<file path="src/verilog/sock_ctl_pkg.sv">
// package: register map, socket states, buffer layout for the socket block
`default_nettype none
package sock_ctl_pkg;
    localparam int          NUM_SOCKETS   = 8;
    localparam logic [15:0] TX_BUF_BASE   = 16'h8000;
    localparam logic [15:0] RX_BUF_BASE   = 16'hc000;
    localparam logic [15:0] BUF_MASK      = 16'h07ff;
    // register indices, address = {socket[2:0], index[3:0]}, socket regs
    localparam logic [3:0]  REG_MODE      = 4'h0;
    localparam logic [3:0]  REG_CMD       = 4'h1;
    localparam logic [3:0]  REG_STATE     = 4'h2;
    localparam logic [3:0]  REG_PORT      = 4'h3;
    localparam logic [3:0]  REG_EVT       = 4'h4;
    localparam logic [3:0]  REG_EVT_MASK  = 4'h5;
    localparam logic [3:0]  REG_TX_BASE   = 4'h6;
    localparam logic [3:0]  REG_RX_BASE   = 4'h7;
    localparam logic [3:0]  REG_BUF_MASK  = 4'h8;
    // chip-level registers when address bit 7 is set
    localparam logic [3:0]  REG_SUMMARY   = 4'h0;
    localparam logic [3:0]  REG_CHIP_MASK = 4'h1;
    localparam logic [3:0]  REG_CLEAR     = 4'h2;
    localparam logic [3:0]  REG_ENABLE    = 4'h3;
    localparam logic [7:0]  EVT_MASK_RST  = 8'hff;
    localparam logic [7:0]  CHIP_MASK_RST = 8'h00;
    // protocol modes
    localparam logic [3:0]  MODE_CLOSED   = 4'h0;
    localparam logic [3:0]  MODE_TCP      = 4'h1;
    localparam logic [3:0]  MODE_UDP      = 4'h2;
    localparam logic [3:0]  MODE_RAW_IP   = 4'h3;
    localparam logic [3:0]  MODE_RAW_FRM  = 4'h4;
    // commands
    localparam logic [7:0]  CMD_OPEN      = 8'h01;
    localparam logic [7:0]  CMD_LISTEN    = 8'h02;
    localparam logic [7:0]  CMD_CLOSE     = 8'h10;
    localparam int          CON_BIT       = 0;
    localparam int          SYNACK_CYCLES = 2;

    typedef enum logic [7:0] {
        ST_CLOSED     = 8'h00,
        ST_INIT       = 8'h13,
        ST_LISTEN     = 8'h14,
        ST_SYN_RECV   = 8'h16,
        ST_CONNECTED  = 8'h17,
        ST_UDP        = 8'h22,
        ST_RAW_IP     = 8'h32,
        ST_RAW_FRM    = 8'h42
    } sock_state_e;

    typedef struct packed {
        logic        wr;
        logic        rd;
        logic [7:0]  addr;
        logic [15:0] wdata;
    } reg_req_s;
endpackage : sock_ctl_pkg
`default_nettype wire

</file>
<file path="src/verilog/sock_unit.sv">
// one socket: mode, command, state machine, connected event flag
`timescale 1ns/1ps
`default_nettype none
module sock_unit
    import sock_ctl_pkg::*;
(
    input  wire logic        i_sys_clk,
    input  wire logic        i_rst,
    input  wire logic        i_mode_wr,
    input  wire logic        i_cmd_wr,
    input  wire logic        i_port_wr,
    input  wire logic        i_evt_clr,
    input  wire logic [15:0] i_wdata,
    input  wire logic        i_syn_seen,
    output logic      [3:0]  o_mode,
    output logic      [15:0] o_port,
    output sock_state_e      o_state,
    output logic      [7:0]  o_evt,
    output logic             o_synack
);
    sock_state_e state_q, state_d;
    logic [3:0]  mode_q;
    logic [15:0] port_q;
    logic [7:0]  evt_q;
    logic [1:0]  syn_cnt_q;
    logic        connect_now;
    wire  [7:0]  cmd = i_wdata[7:0];

    assign connect_now = (state_q == ST_SYN_RECV) &&
                         (syn_cnt_q == 2'(SYNACK_CYCLES - 1));

    always_comb begin
        state_d = state_q;
        if (i_cmd_wr && cmd == CMD_CLOSE) begin
            state_d = ST_CLOSED;
        end else if (i_cmd_wr && cmd == CMD_OPEN && state_q == ST_CLOSED) begin
            case (mode_q)
                MODE_TCP:     state_d = ST_INIT;
                MODE_UDP:     state_d = ST_UDP;
                MODE_RAW_IP:  state_d = ST_RAW_IP;
                MODE_RAW_FRM: state_d = ST_RAW_FRM;
                default:      state_d = ST_CLOSED;
            endcase
        end else if (i_cmd_wr && cmd == CMD_LISTEN && state_q == ST_INIT) begin
            state_d = ST_LISTEN;
        end else if (state_q == ST_LISTEN && i_syn_seen) begin
            state_d = ST_SYN_RECV;
        end else if (connect_now) begin
            state_d = ST_CONNECTED;
        end
    end

    always_ff @(posedge i_sys_clk) begin
        if (i_rst) begin
            state_q   <= ST_CLOSED;
            mode_q    <= MODE_CLOSED;
            port_q    <= 16'h0000;
            evt_q     <= 8'h00;
            syn_cnt_q <= 2'h0;
        end else begin
            state_q <= state_d;
            if (i_mode_wr) mode_q <= i_wdata[3:0];
            if (i_port_wr) port_q <= i_wdata;
            syn_cnt_q <= (state_q == ST_SYN_RECV) ? syn_cnt_q + 2'h1 : 2'h0;
            // set wins over write-one clear
            evt_q <= (evt_q & ~(i_evt_clr ? i_wdata[7:0] : 8'h00)) |
                     (8'(connect_now) << CON_BIT);
        end
    end

    assign o_mode   = mode_q;
    assign o_port   = port_q;
    assign o_state  = state_q;
    assign o_evt    = evt_q;
    assign o_synack = (state_q == ST_SYN_RECV) && (syn_cnt_q == 2'h0);
endmodule : sock_unit
`default_nettype wire

</file>
<file path="src/verilog/sock_ctl.sv">
// socket control top: eight sockets, buffer map, event summary and irq
//
// Decided for this implementation: the address-and-strobe port and the register addresses.
`timescale 1ns/1ps
`default_nettype none
//
// Behaviour
// eight independent sockets, all usable at once
// sockets open as tcp, udp, raw ip or raw frame
// socket 0 transmit region starts at 0x8000
// socket 0 receive region starts at 0xc000
// each region 2 KB, offset mask 0x07ff
// next socket base is previous base plus mask plus one
// host programs mac, gateway, netmask, ip before use; this block has no such registers and the testbench writes none
// host writes mode 0x01 and port, then open
// open on tcp socket moves state to initialized
// listen moves initialized socket to listening; host closes on mismatch
// syn while listening: sync-received, send syn-ack, then connect
// connection sets connected flag; host clears by writing one
// connected state shown in state register
// host forms address as pointer and mask plus base
// event and mask set summary; chip mask drives low event line
// host waits for state outcome before next command
module sock_ctl
    import sock_ctl_pkg::*;
#(
    parameter int SOCKETS = NUM_SOCKETS
) (
    input  wire logic        i_sys_clk,
    input  wire logic        i_rst,
    input  wire logic [7:0]  i_addr,
    input  wire logic [15:0] i_wdata,
    input  wire logic        i_wr,
    input  wire logic        i_rd,
    input  wire logic [7:0]  i_syn_seen,
    output logic      [15:0] o_rdata,
    output logic      [7:0]  o_synack,
    output logic             o_host_event_line_n,
    output logic             o_irq
);
    if (SOCKETS != 8) begin : g_bad_count
        $error("sock_ctl serves exactly eight sockets");
    end

    // ------------------------------------------------------------
    // address decode
    // ------------------------------------------------------------
    wire       chip_sel = i_addr[7];
    wire [2:0] sock_idx = i_addr[6:4];
    wire [3:0] reg_idx  = i_addr[3:0];

    function automatic logic [15:0] tx_base(input logic [2:0] k);
        tx_base = TX_BUF_BASE + {2'b00, k, 11'h000};
    endfunction : tx_base

    function automatic logic [15:0] rx_base(input logic [2:0] k);
        rx_base = RX_BUF_BASE + {2'b00, k, 11'h000};
    endfunction : rx_base

    // ------------------------------------------------------------
    // sockets
    // ------------------------------------------------------------
    logic [3:0]  s_mode  [8];
    logic [15:0] s_port  [8];
    sock_state_e s_state [8];
    logic [7:0]  s_evt   [8];
    logic [7:0]  evt_mask_q [8];
    logic [7:0]  summary;
    logic [7:0]  chip_mask_q;
    logic [7:0]  irq_en_q;
    logic [7:0]  irq_stat_q;
    logic [7:0]  prev_state_conn_q;
    logic [15:0] rdata_q;

    for (genvar g = 0; g < 8; g++) begin : g_sock
        wire hit = i_wr && !chip_sel && (sock_idx == 3'(g));
        sock_unit u_sock (
            .i_sys_clk (i_sys_clk),
            .i_rst     (i_rst),
            .i_mode_wr (hit && reg_idx == REG_MODE),
            .i_cmd_wr  (hit && reg_idx == REG_CMD),
            .i_port_wr (hit && reg_idx == REG_PORT),
            .i_evt_clr (hit && reg_idx == REG_EVT),
            .i_wdata   (i_wdata),
            .i_syn_seen(i_syn_seen[g]),
            .o_mode    (s_mode[g]),
            .o_port    (s_port[g]),
            .o_state   (s_state[g]),
            .o_evt     (s_evt[g]),
            .o_synack  (o_synack[g])
        );
        assign summary[g] = |(s_evt[g] & evt_mask_q[g]);

        always_ff @(posedge i_sys_clk) begin
            if (i_rst) begin
                evt_mask_q[g] <= EVT_MASK_RST;
            end else if (hit && reg_idx == REG_EVT_MASK) begin
                evt_mask_q[g] <= i_wdata[7:0];
            end
        end
    end

    assign o_host_event_line_n = ~|(summary & chip_mask_q);

    // ------------------------------------------------------------
    // chip registers and connection interrupt
    // ------------------------------------------------------------
    wire chip_wr = i_wr && chip_sel;
    logic [7:0] now_conn;
    always_comb begin
        for (int k = 0; k < 8; k++) begin
            now_conn[k] = (s_state[k] == ST_CONNECTED);
        end
    end
    wire [7:0] conn_rise = now_conn & ~prev_state_conn_q;
    wire [7:0] irq_clr   = (chip_wr && reg_idx == REG_CLEAR) ?
                           i_wdata[7:0] : 8'h00;

    always_ff @(posedge i_sys_clk) begin
        if (i_rst) begin
            chip_mask_q       <= CHIP_MASK_RST;
            irq_en_q          <= 8'h00;
            irq_stat_q        <= 8'h00;
            prev_state_conn_q <= 8'h00;
        end else begin
            if (chip_wr && reg_idx == REG_CHIP_MASK) chip_mask_q <= i_wdata[7:0];
            if (chip_wr && reg_idx == REG_ENABLE) irq_en_q <= i_wdata[7:0];
            prev_state_conn_q <= now_conn;
            irq_stat_q <= (irq_stat_q & ~irq_clr) | conn_rise;
        end
    end

    assign o_irq = |(irq_stat_q & irq_en_q);

    // ------------------------------------------------------------
    // read mux
    // ------------------------------------------------------------
    logic [15:0] rd_mux;
    always_comb begin
        rd_mux = 16'h0000;
        if (chip_sel) begin
            case (reg_idx)
                REG_SUMMARY:   rd_mux = {8'h00, summary};
                REG_CHIP_MASK: rd_mux = {8'h00, chip_mask_q};
                REG_CLEAR:     rd_mux = {8'h00, irq_stat_q};
                REG_ENABLE:    rd_mux = {8'h00, irq_en_q};
                default:       rd_mux = 16'h0000;
            endcase
        end else begin
            case (reg_idx)
                REG_MODE:      rd_mux = {12'h000, s_mode[sock_idx]};
                REG_STATE:     rd_mux = {8'h00, s_state[sock_idx]};
                REG_PORT:      rd_mux = s_port[sock_idx];
                REG_EVT:       rd_mux = {8'h00, s_evt[sock_idx]};
                REG_EVT_MASK:  rd_mux = {8'h00, evt_mask_q[sock_idx]};
                REG_TX_BASE:   rd_mux = tx_base(sock_idx);
                REG_RX_BASE:   rd_mux = rx_base(sock_idx);
                REG_BUF_MASK:  rd_mux = BUF_MASK;
                default:       rd_mux = 16'h0000;
            endcase
        end
    end

    always_ff @(posedge i_sys_clk) begin
        if (i_rst) begin
            rdata_q <= 16'h0000;
        end else begin
            rdata_q <= i_rd ? rd_mux : 16'h0000;
        end
    end
    assign o_rdata = rdata_q;
endmodule : sock_ctl
`default_nettype wire

</file>
<file path="config.mk">
export PLATFORM = sky130hd
export DESIGN_NAME = sock_ctl
export DESIGN_NICKNAME = d
export VERILOG_FILES = /design/src/verilog/sock_ctl_pkg.sv /design/src/verilog/sock_unit.sv /design/src/verilog/sock_ctl.sv
export SDC_FILE = /design/constraint.sdc
export NUM_CORES = 1
export LEC_CHECK = 0
export BUFFER_PORTS_ARGS = -buffer_cell sky130_fd_sc_hd__buf_4
export CAP_MARGIN = 20
export CORE_ASPECT_RATIO = 0.7
export CORE_MARGIN = 2
export CORE_UTILIZATION = 35
export CTS_BUF_LIST = sky130_fd_sc_hd__clkbuf_8 sky130_fd_sc_hd__clkbuf_16
export DETAILED_ROUTE_END_ITERATION = 6
export PLACE_DENSITY = 0.51
export SETUP_SLACK_MARGIN = 0.5
export SLEW_MARGIN = 20
export SYNTH_ARGS = -nofsm -noshare
export SYNTH_HDL_FRONTEND = slang
export SYNTH_HIERARCHICAL = 1
export SYNTH_SLANG_ARGS = --single-unit
</file>
<file path="constraint.sdc">
create_clock -name i_sys_clk -period 3.4 [get_ports i_sys_clk]
set_input_delay 0.68 -clock i_sys_clk [delete_from_list [all_inputs] [get_ports i_sys_clk]]
set_output_delay 0.68 -clock i_sys_clk [all_outputs]
set_load 0.02 [all_outputs]
</file>
==> results of run 1 <==
-- logic make-up (layout without fill, tap and decap cells) --
family | Yosys count | after routing | share of synthesized area (%)
mux | 277 | 277 | 18.36
simple gates | 717 | 717 | 19.38
other cells | 8 | 19 | 0.1523
flops | 400 | 400 | 43.87
buf+inv | 239 | 321 | 5.313
compound gates | 311 | 311 | 11.55
xor+xnor | 8 | 8 | 0.3555
fa+ha+maj | 16 | 16 | 1.016
-- tightest hold or removal path, delay by kind of cell --
| family | cells | cell delay [ps] |
|---|---|---|
| AND/OR/NAND/NOR | 1 | 80 |
| buffers and inverters | 1 | 130 |
| multiplexers | 1 | 80 |
-- synthesized netlist by cell type, types with 10 or more instances --
library cell	count	area, um2
a31oi_1	32	200.2
a211oi_1	63	473.0
o21ai_1	19	95.09
or3_1	65	406.6
nor3_1	34	170.2
nor4_1	11	68.82
buf_4	24	180.2
a21oi_1	55	275.3
a22oi_1	58	435.4
nor4_2	12	150.1
mux4_2	66	1486
and2_1	11	68.82
nand4b_1	11	96.34
o21ai_0	10	50.05
buf_2	30	150.1
mux2i_1	206	2062
dfxtp_1	336	6726
a32o_1	10	100.1
nand3b_1	22	165.2
nand2_1	104	390.4
nand2b_1	11	68.82
and3_1	11	68.82
edfxtp_1	64	1922
a2bb2oi_1	14	122.6
clkbuf_1	83	311.6
nand4_1	10	62.56
ha_1	16	200.2
nor3b_1	19	142.6
nor2_1	299	1122
inv_1	92	345.3
nand3_1	24	120.1
a211oi_2	13	162.7
and3b_1	17	148.9
-- timing repair --
| item | in CTS | in global routing |
|---|---|---|
| setup endpoints to repair | 1 | 1 |
| setup buffers | 11 | 2 |
| gates resized for setup | 11 | 1 |
| pin swaps | 5 | 1 |
| gates cloned | 0 | 0 |
-- registers in the layout (all words and copies together) (netlist names) --
name	flops
o_rdata	16
g_sock.u_sock/o_state	48
g_sock.u_sock/o_port	128
irq_stat_q	8
g_sock.u_sock/o_evt	64
irq_en_q	8
prev_state_conn_q	8
chip_mask_q	8
g_sock.u_sock/syn_cnt_q	16
g_sock.u_sock/o_mode	32
evt_mask_q	64
-- routing by layer --
layer	wire length, um	share of wire [%]	vias up
met1	34130	48	8005
li1	-	-	7292
met4	1427	2.0	0
met3	7286	10	89
met2	27910	39	725
met5	0	0	-
-- cell type report --
type	instances	area, um2
repair buffers	147	1167
multi-input cells	1345	10140
clock inverters	27	182.7
fillers	5365	32780
inverters	95	356.6
flip-flops and latches	400	8651
clock buffers	52	1200
well taps	740	925.9
diodes	3	7.507
-- per-stage QoR --
stage / std cells / worst slack (ps) / power (mW) / instance area, um2 / hold WS (ps)
detailed placement: 2714 / 256.5 / 5.640 / 21090 / 441.8
global placement: 2714 / 385.7 / 5.637 / 21090 / 435.7
floorplan: 1984 / 608.7 / 5.330 / 19740 / 419.8
finish: 2809 / 459.1 / 10.22 / 22630 / 407.2
CTS: 2804 / 457.6 / 10.30 / 22600 / 378.1
global route: 2806 / 315.7 / 10.56 / 22620 / 393.4
-- path summary, 6_finish.rpt --
kind                             startpoint                          end  cells past startpoint
setup / recovery           evt_mask_q[6][0]          o_host_event_line_n                      6
hold / removal                  i_wdata[11]  g_sock[0].u_sock/o_port[11]                      3
setup reg to reg           evt_mask_q[0][6]                   o_rdata[0]                      6
hold reg to reg   g_sock[2].u_sock/o_evt[4]    g_sock[2].u_sock/o_evt[4]                      2
-- power by group through the flow --
stage / Clock [mW] / Sequential, mW / Combinational, mW
2_1_floorplan: 0 / 4.97 / 0.360
3_3_place_gp: 0 / 4.99 / 0.646
3_5_place_dp: 0 / 4.99 / 0.650
4_1_cts: 4.76 / 4.88 / 0.660
5_1_grt: 4.97 / 4.89 / 0.708
6_report: 4.66 / 4.89 / 0.673
==> results.yml, run 1 <==
finish:
  layout_common_cells: "334 x dfxtp_1, 291 x nor2_1, 206 x mux2i_1, 140 x buf_4, 104 x nand2_1"
  nets: 2084
  utilization_pct: 40.84
  areaGrowthSynthToFinish_pct: 14.80
  drive_above_1_share_pct: 17.67
  final_common_cell: "dfxtp_1"
global_route:
  grt_antenna_before_repair: 4
  use_met1_pct: 36.91
  top_usage_layer: "met1"
  track_usage_pct: 24.04
  grt_pass1_wl_um: 103900
  first_global_vias: 15300
  grt-ovfl-total: 0
  gr-usage-met2_pct: 32.32
  grt_max_degree: 72
  use_met3_pct: 6.978
worst_setup_path:
  path_cells: "a22oi_1 -> nand4_1 -> a22o_1 -> a221oi_2 -> and3_4 -> buf_6"
  start_kind: "flop"
  path_delay_family: "compound AO/OA/AOI/OAI gates"
  cpPeakStageDelay_ps: 410
  crit_arrival_ps: 2260
  crit_path_top_delay_cell: "edfxtp_1"
  path_buf_inv: 1
  worstPathRequired_ps: 2720
  critPathKind: "reg2out"
  reg2reg_slack_ps: 1190
  end_kind: "output port"
  cp_max_fo: 2
drt:
  wl_per_cell_um: 25.19
  drc: 0
  drtIter0Drc: 1700
  routed_wl_um: 70760
  viasPerCell: 5.735
  drtAntennaViolNets: 0
  first_pass_iters: 6
  vias: 16110
logic_synthesis:
  async_flop_share_pct: 0
  syn_area_mm2: 0.01971
  synth.avg_cell_area_um2: 9.975
  ys_seq_area_share_pct: 43.87
  ys_types: 70
  synth_edf_count: 64
  ys_ff_latch: 400
  yosys_most_used_dff: "dfxtp_1"
  synth_cells: 1976
  ys.warnings.count: 6
timing:
  finalCritPeriodShare_pct: 86.50
  setup_viol: 0
  tightestPinTransition_ps: 875.5
  hold_viol: 0
  fmax_mhz: 340.0
  fin_setup_tns_ps: 0
  min_period_ps: 2941
  skew_ps: 29.17
  rsz0062_at_grt: "yes"
  maxSlewHeadroom_pct: 41.63
  drv_slew: 0
place:
  finalWeightedCongestion: 0.9152
  io_buffers: 61
  hpwl_um: 49570
floorplan:
  dieArea_mm2: 0.05826
  io_pins: 62
  fp-row-count: 72
  die_h_um: 202.6
  initial_core_util_pct: 35.58
  core_area_mm2: 0.05540
  die_w_um: 287.6
pwr:
  combPwrFrac_pct: 6.6
  p_int_mw: 7.648
  p_sw_share_pct: 25.15
  p_seq_share_pct: 47.8
  pwr-share-clk_pct: 45.6
  ir_drop_mv: 0.3321
  total_leakage_power_nw: 7.464
  p_per_area_mw_per_mm2: 451.6
  p_switching_mw: 2.571
clock_network:
  cts_hold_buffers: 0
  htreeDepth: 2
  clock_latency_ps: 600
  cts_buffer_depth: 3
  cts-root-buf: "clkbuf_16"
  clk_pin_slew_ps: 70
  cts_buffers: 43
  cts_tree: "yes"
  cts.sinks: 400
job:
  maxCapViolations: 0
outcome:
  status: "finished, final reports clean"
hold_path:
  min_path_type: "in2reg"
Power figures use the tool's default switching activity.
==> inputs of run 2 (changes only) <==
BUFFER_PORTS_ARGS = not set   (was -buffer_cell sky130_fd_sc_hd__buf_4)
DONT_BUFFER_PORTS = 1   (was not set)
PLACE_DENSITY = 0.5   (was 0.51)
==> run 2 against run 1 <==
Worst setup slack better by 90 ps. Power is 1.6% lower. Register-to-register slack got worse by 240 ps. Via count fell by 2.5%. First-iteration DRC count rose by 6.9%. Sequential power barely moved. Design area shrank 3.0%. Sequential share of layout area up 1.2 points. Cell count is 3.1% lower. Critical path type unchanged. Largest power group unchanged.
==> results.yml, run 2 (same netlist as run 1, synthesis figures left out) <==
outcome:
  status: "finished, final reports clean"
clock_network:
  cts.sinks: 400
  clock_latency_ps: 590
  htreeDepth: 2
  clk_pin_slew_ps: 70
  cts_buffer_depth: 3
  cts-root-buf: "clkbuf_16"
  cts_tree: "yes"
  cts_buffers: 43
  cts_hold_buffers: 0
place:
  place_area_mm2: 0.02039
  hpwl_um: 46910
  pre_cts_ws_ps: 689.6
  io_buffers: 0
  dp.cells: 2629
  finalWeightedCongestion: 0.9203
timing:
  tightestPinTransition_ps: 1089
  rsz0062_at_grt: "yes"
  fin_setup_tns_ps: 0
  maxSlewHeadroom_pct: 26.76
  fmax_mhz: 350.8
  min_period_ps: 2851
  finalCritPeriodShare_pct: 83.84
  setup_viol: 0
  setup_slack_ps: 549.5
  hold_viol: 0
  skew_ps: 28.96
  drv_slew: 0
  fin_hold_ws_ps: 182.3
finish:
  largest_reg_flops: 128
  final_common_cell: "dfxtp_1"
  layout_common_cells: "335 x dfxtp_1, 291 x nor2_1, 206 x mux2i_1, 104 x nand2_1, 100 x inv_1"
  utilization_pct: 39.61
  nets: 1995
  stdcell_count: 2721
  drive_above_1_share_pct: 14.16
  areaGrowthSynthToFinish_pct: 11.34
  postLayoutCellArea_mm2: 0.02195
pwr:
  pwr-share-clk_pct: 48.0
  combPwrFrac_pct: 3.4
  p_per_area_mw_per_mm2: 458.3
  p_switching_mw: 2.298
  p_int_mw: 7.760
  p_sw_share_pct: 22.85
  p_seq_share_pct: 48.6
  ir_drop_mv: 0.3050
  power.total_mw: 10.06
  total_leakage_power_nw: 7.003
drt:
  vias: 15710
  drtAntennaViolNets: 0
  wl_per_cell_um: 25.59
  viasPerCell: 5.775
  first_pass_iters: 6
  drc: 0
  drtIter0Drc: 1817
  routed_wl_um: 69630
worst_setup_path:
  path_delay_family: "compound AO/OA/AOI/OAI gates"
  start_kind: "flop"
  worstPathRequired_ps: 2720
  path_cells: "a22oi_2 -> nand4_1 -> a22o_1 -> a221oi_2 -> and3_4"
  crit_path_top_delay_cell: "edfxtp_1"
  critPathKind: "reg2out"
  cp_max_fo: 2
  end_kind: "output port"
  crit_arrival_ps: 2170
  path_buf_inv: 0
  cpPeakStageDelay_ps: 460
global_route:
  grt_max_degree: 275
  grt-ovfl-total: 0
  track_usage_pct: 23.64
  grt_antenna_before_repair: 7
  grt_pass1_wl_um: 102000
  first_global_vias: 14880
floorplan:
  core_area_mm2: 0.05540
  dieArea_mm2: 0.05826
  io_pins: 62
  die_w_um: 287.6
  fp-row-count: 72
  initial_core_util_pct: 35.58
  die_h_um: 202.6
hold_path:
  min_path_type: "in2reg"
job:
  maxCapViolations: 0
-- run 2: path summary, 6_finish.rpt --
check	slack, ps	end	startpoint	cells after the start
min reg2reg	450	g_sock[2].u_sock/o_evt[7]	g_sock[2].u_sock/o_evt[7]	2
max reg2reg	950	o_rdata[4]	g_sock[7].u_sock/o_state[4]	5
min	180	g_sock[7].u_sock/syn_cnt_q[1]	i_rst	1
max	550	o_host_event_line_n	evt_mask_q[1][6]	5
-- run 2: worst register-to-register path: cells and delay by family (launching register included) --
family,cells,cell delay [ps]
flops,1,400
mux,2,900
compound gates,3,970
-- run 2: layout make-up --
cell class	instances	area, um2
sequential	400	8650
multi-input combinational	1345	10130
timing repair buffer	58	435.4
clock inverter	25	190.2
fill	5410	33460
inverter	95	356.6
antenna	3	7.507
tap	740	925.9
clock buffer	55	1252
-- run 2: power groups by stage --
stage               logic, mW  registers (mW)  clock network [mW]
floorplan               0.360            4.97                   0
global placement        0.320            4.99                   0
detailed placement      0.321            4.99                   0
CTS                     0.328            4.89                4.92
global route            0.358            4.89                5.08
finish                  0.343            4.89                4.82
-- run 2: metal layers --
layer  up-vias  wire length, um  part of all wire [%]  global-route usage (%)
met4         2             1731                   2.5                   6.771
met3       110             8034                    12                   7.933
met1      7772            32820                    47                   35.91
met5         -               13                 0.019                       0
li1       7102                -                     -                       -
met2       727            27030                    39                   31.02
-- run 2: timing repair --
| item | 4_1_cts | 5_1_grt |
|---|---|---|
| endpoints found under the setup margin | 1 | 1 |
| pin swaps | 5 | 3 |
| gates resized for setup | 5 | 2 |
| setup buffers | 6 | 3 |
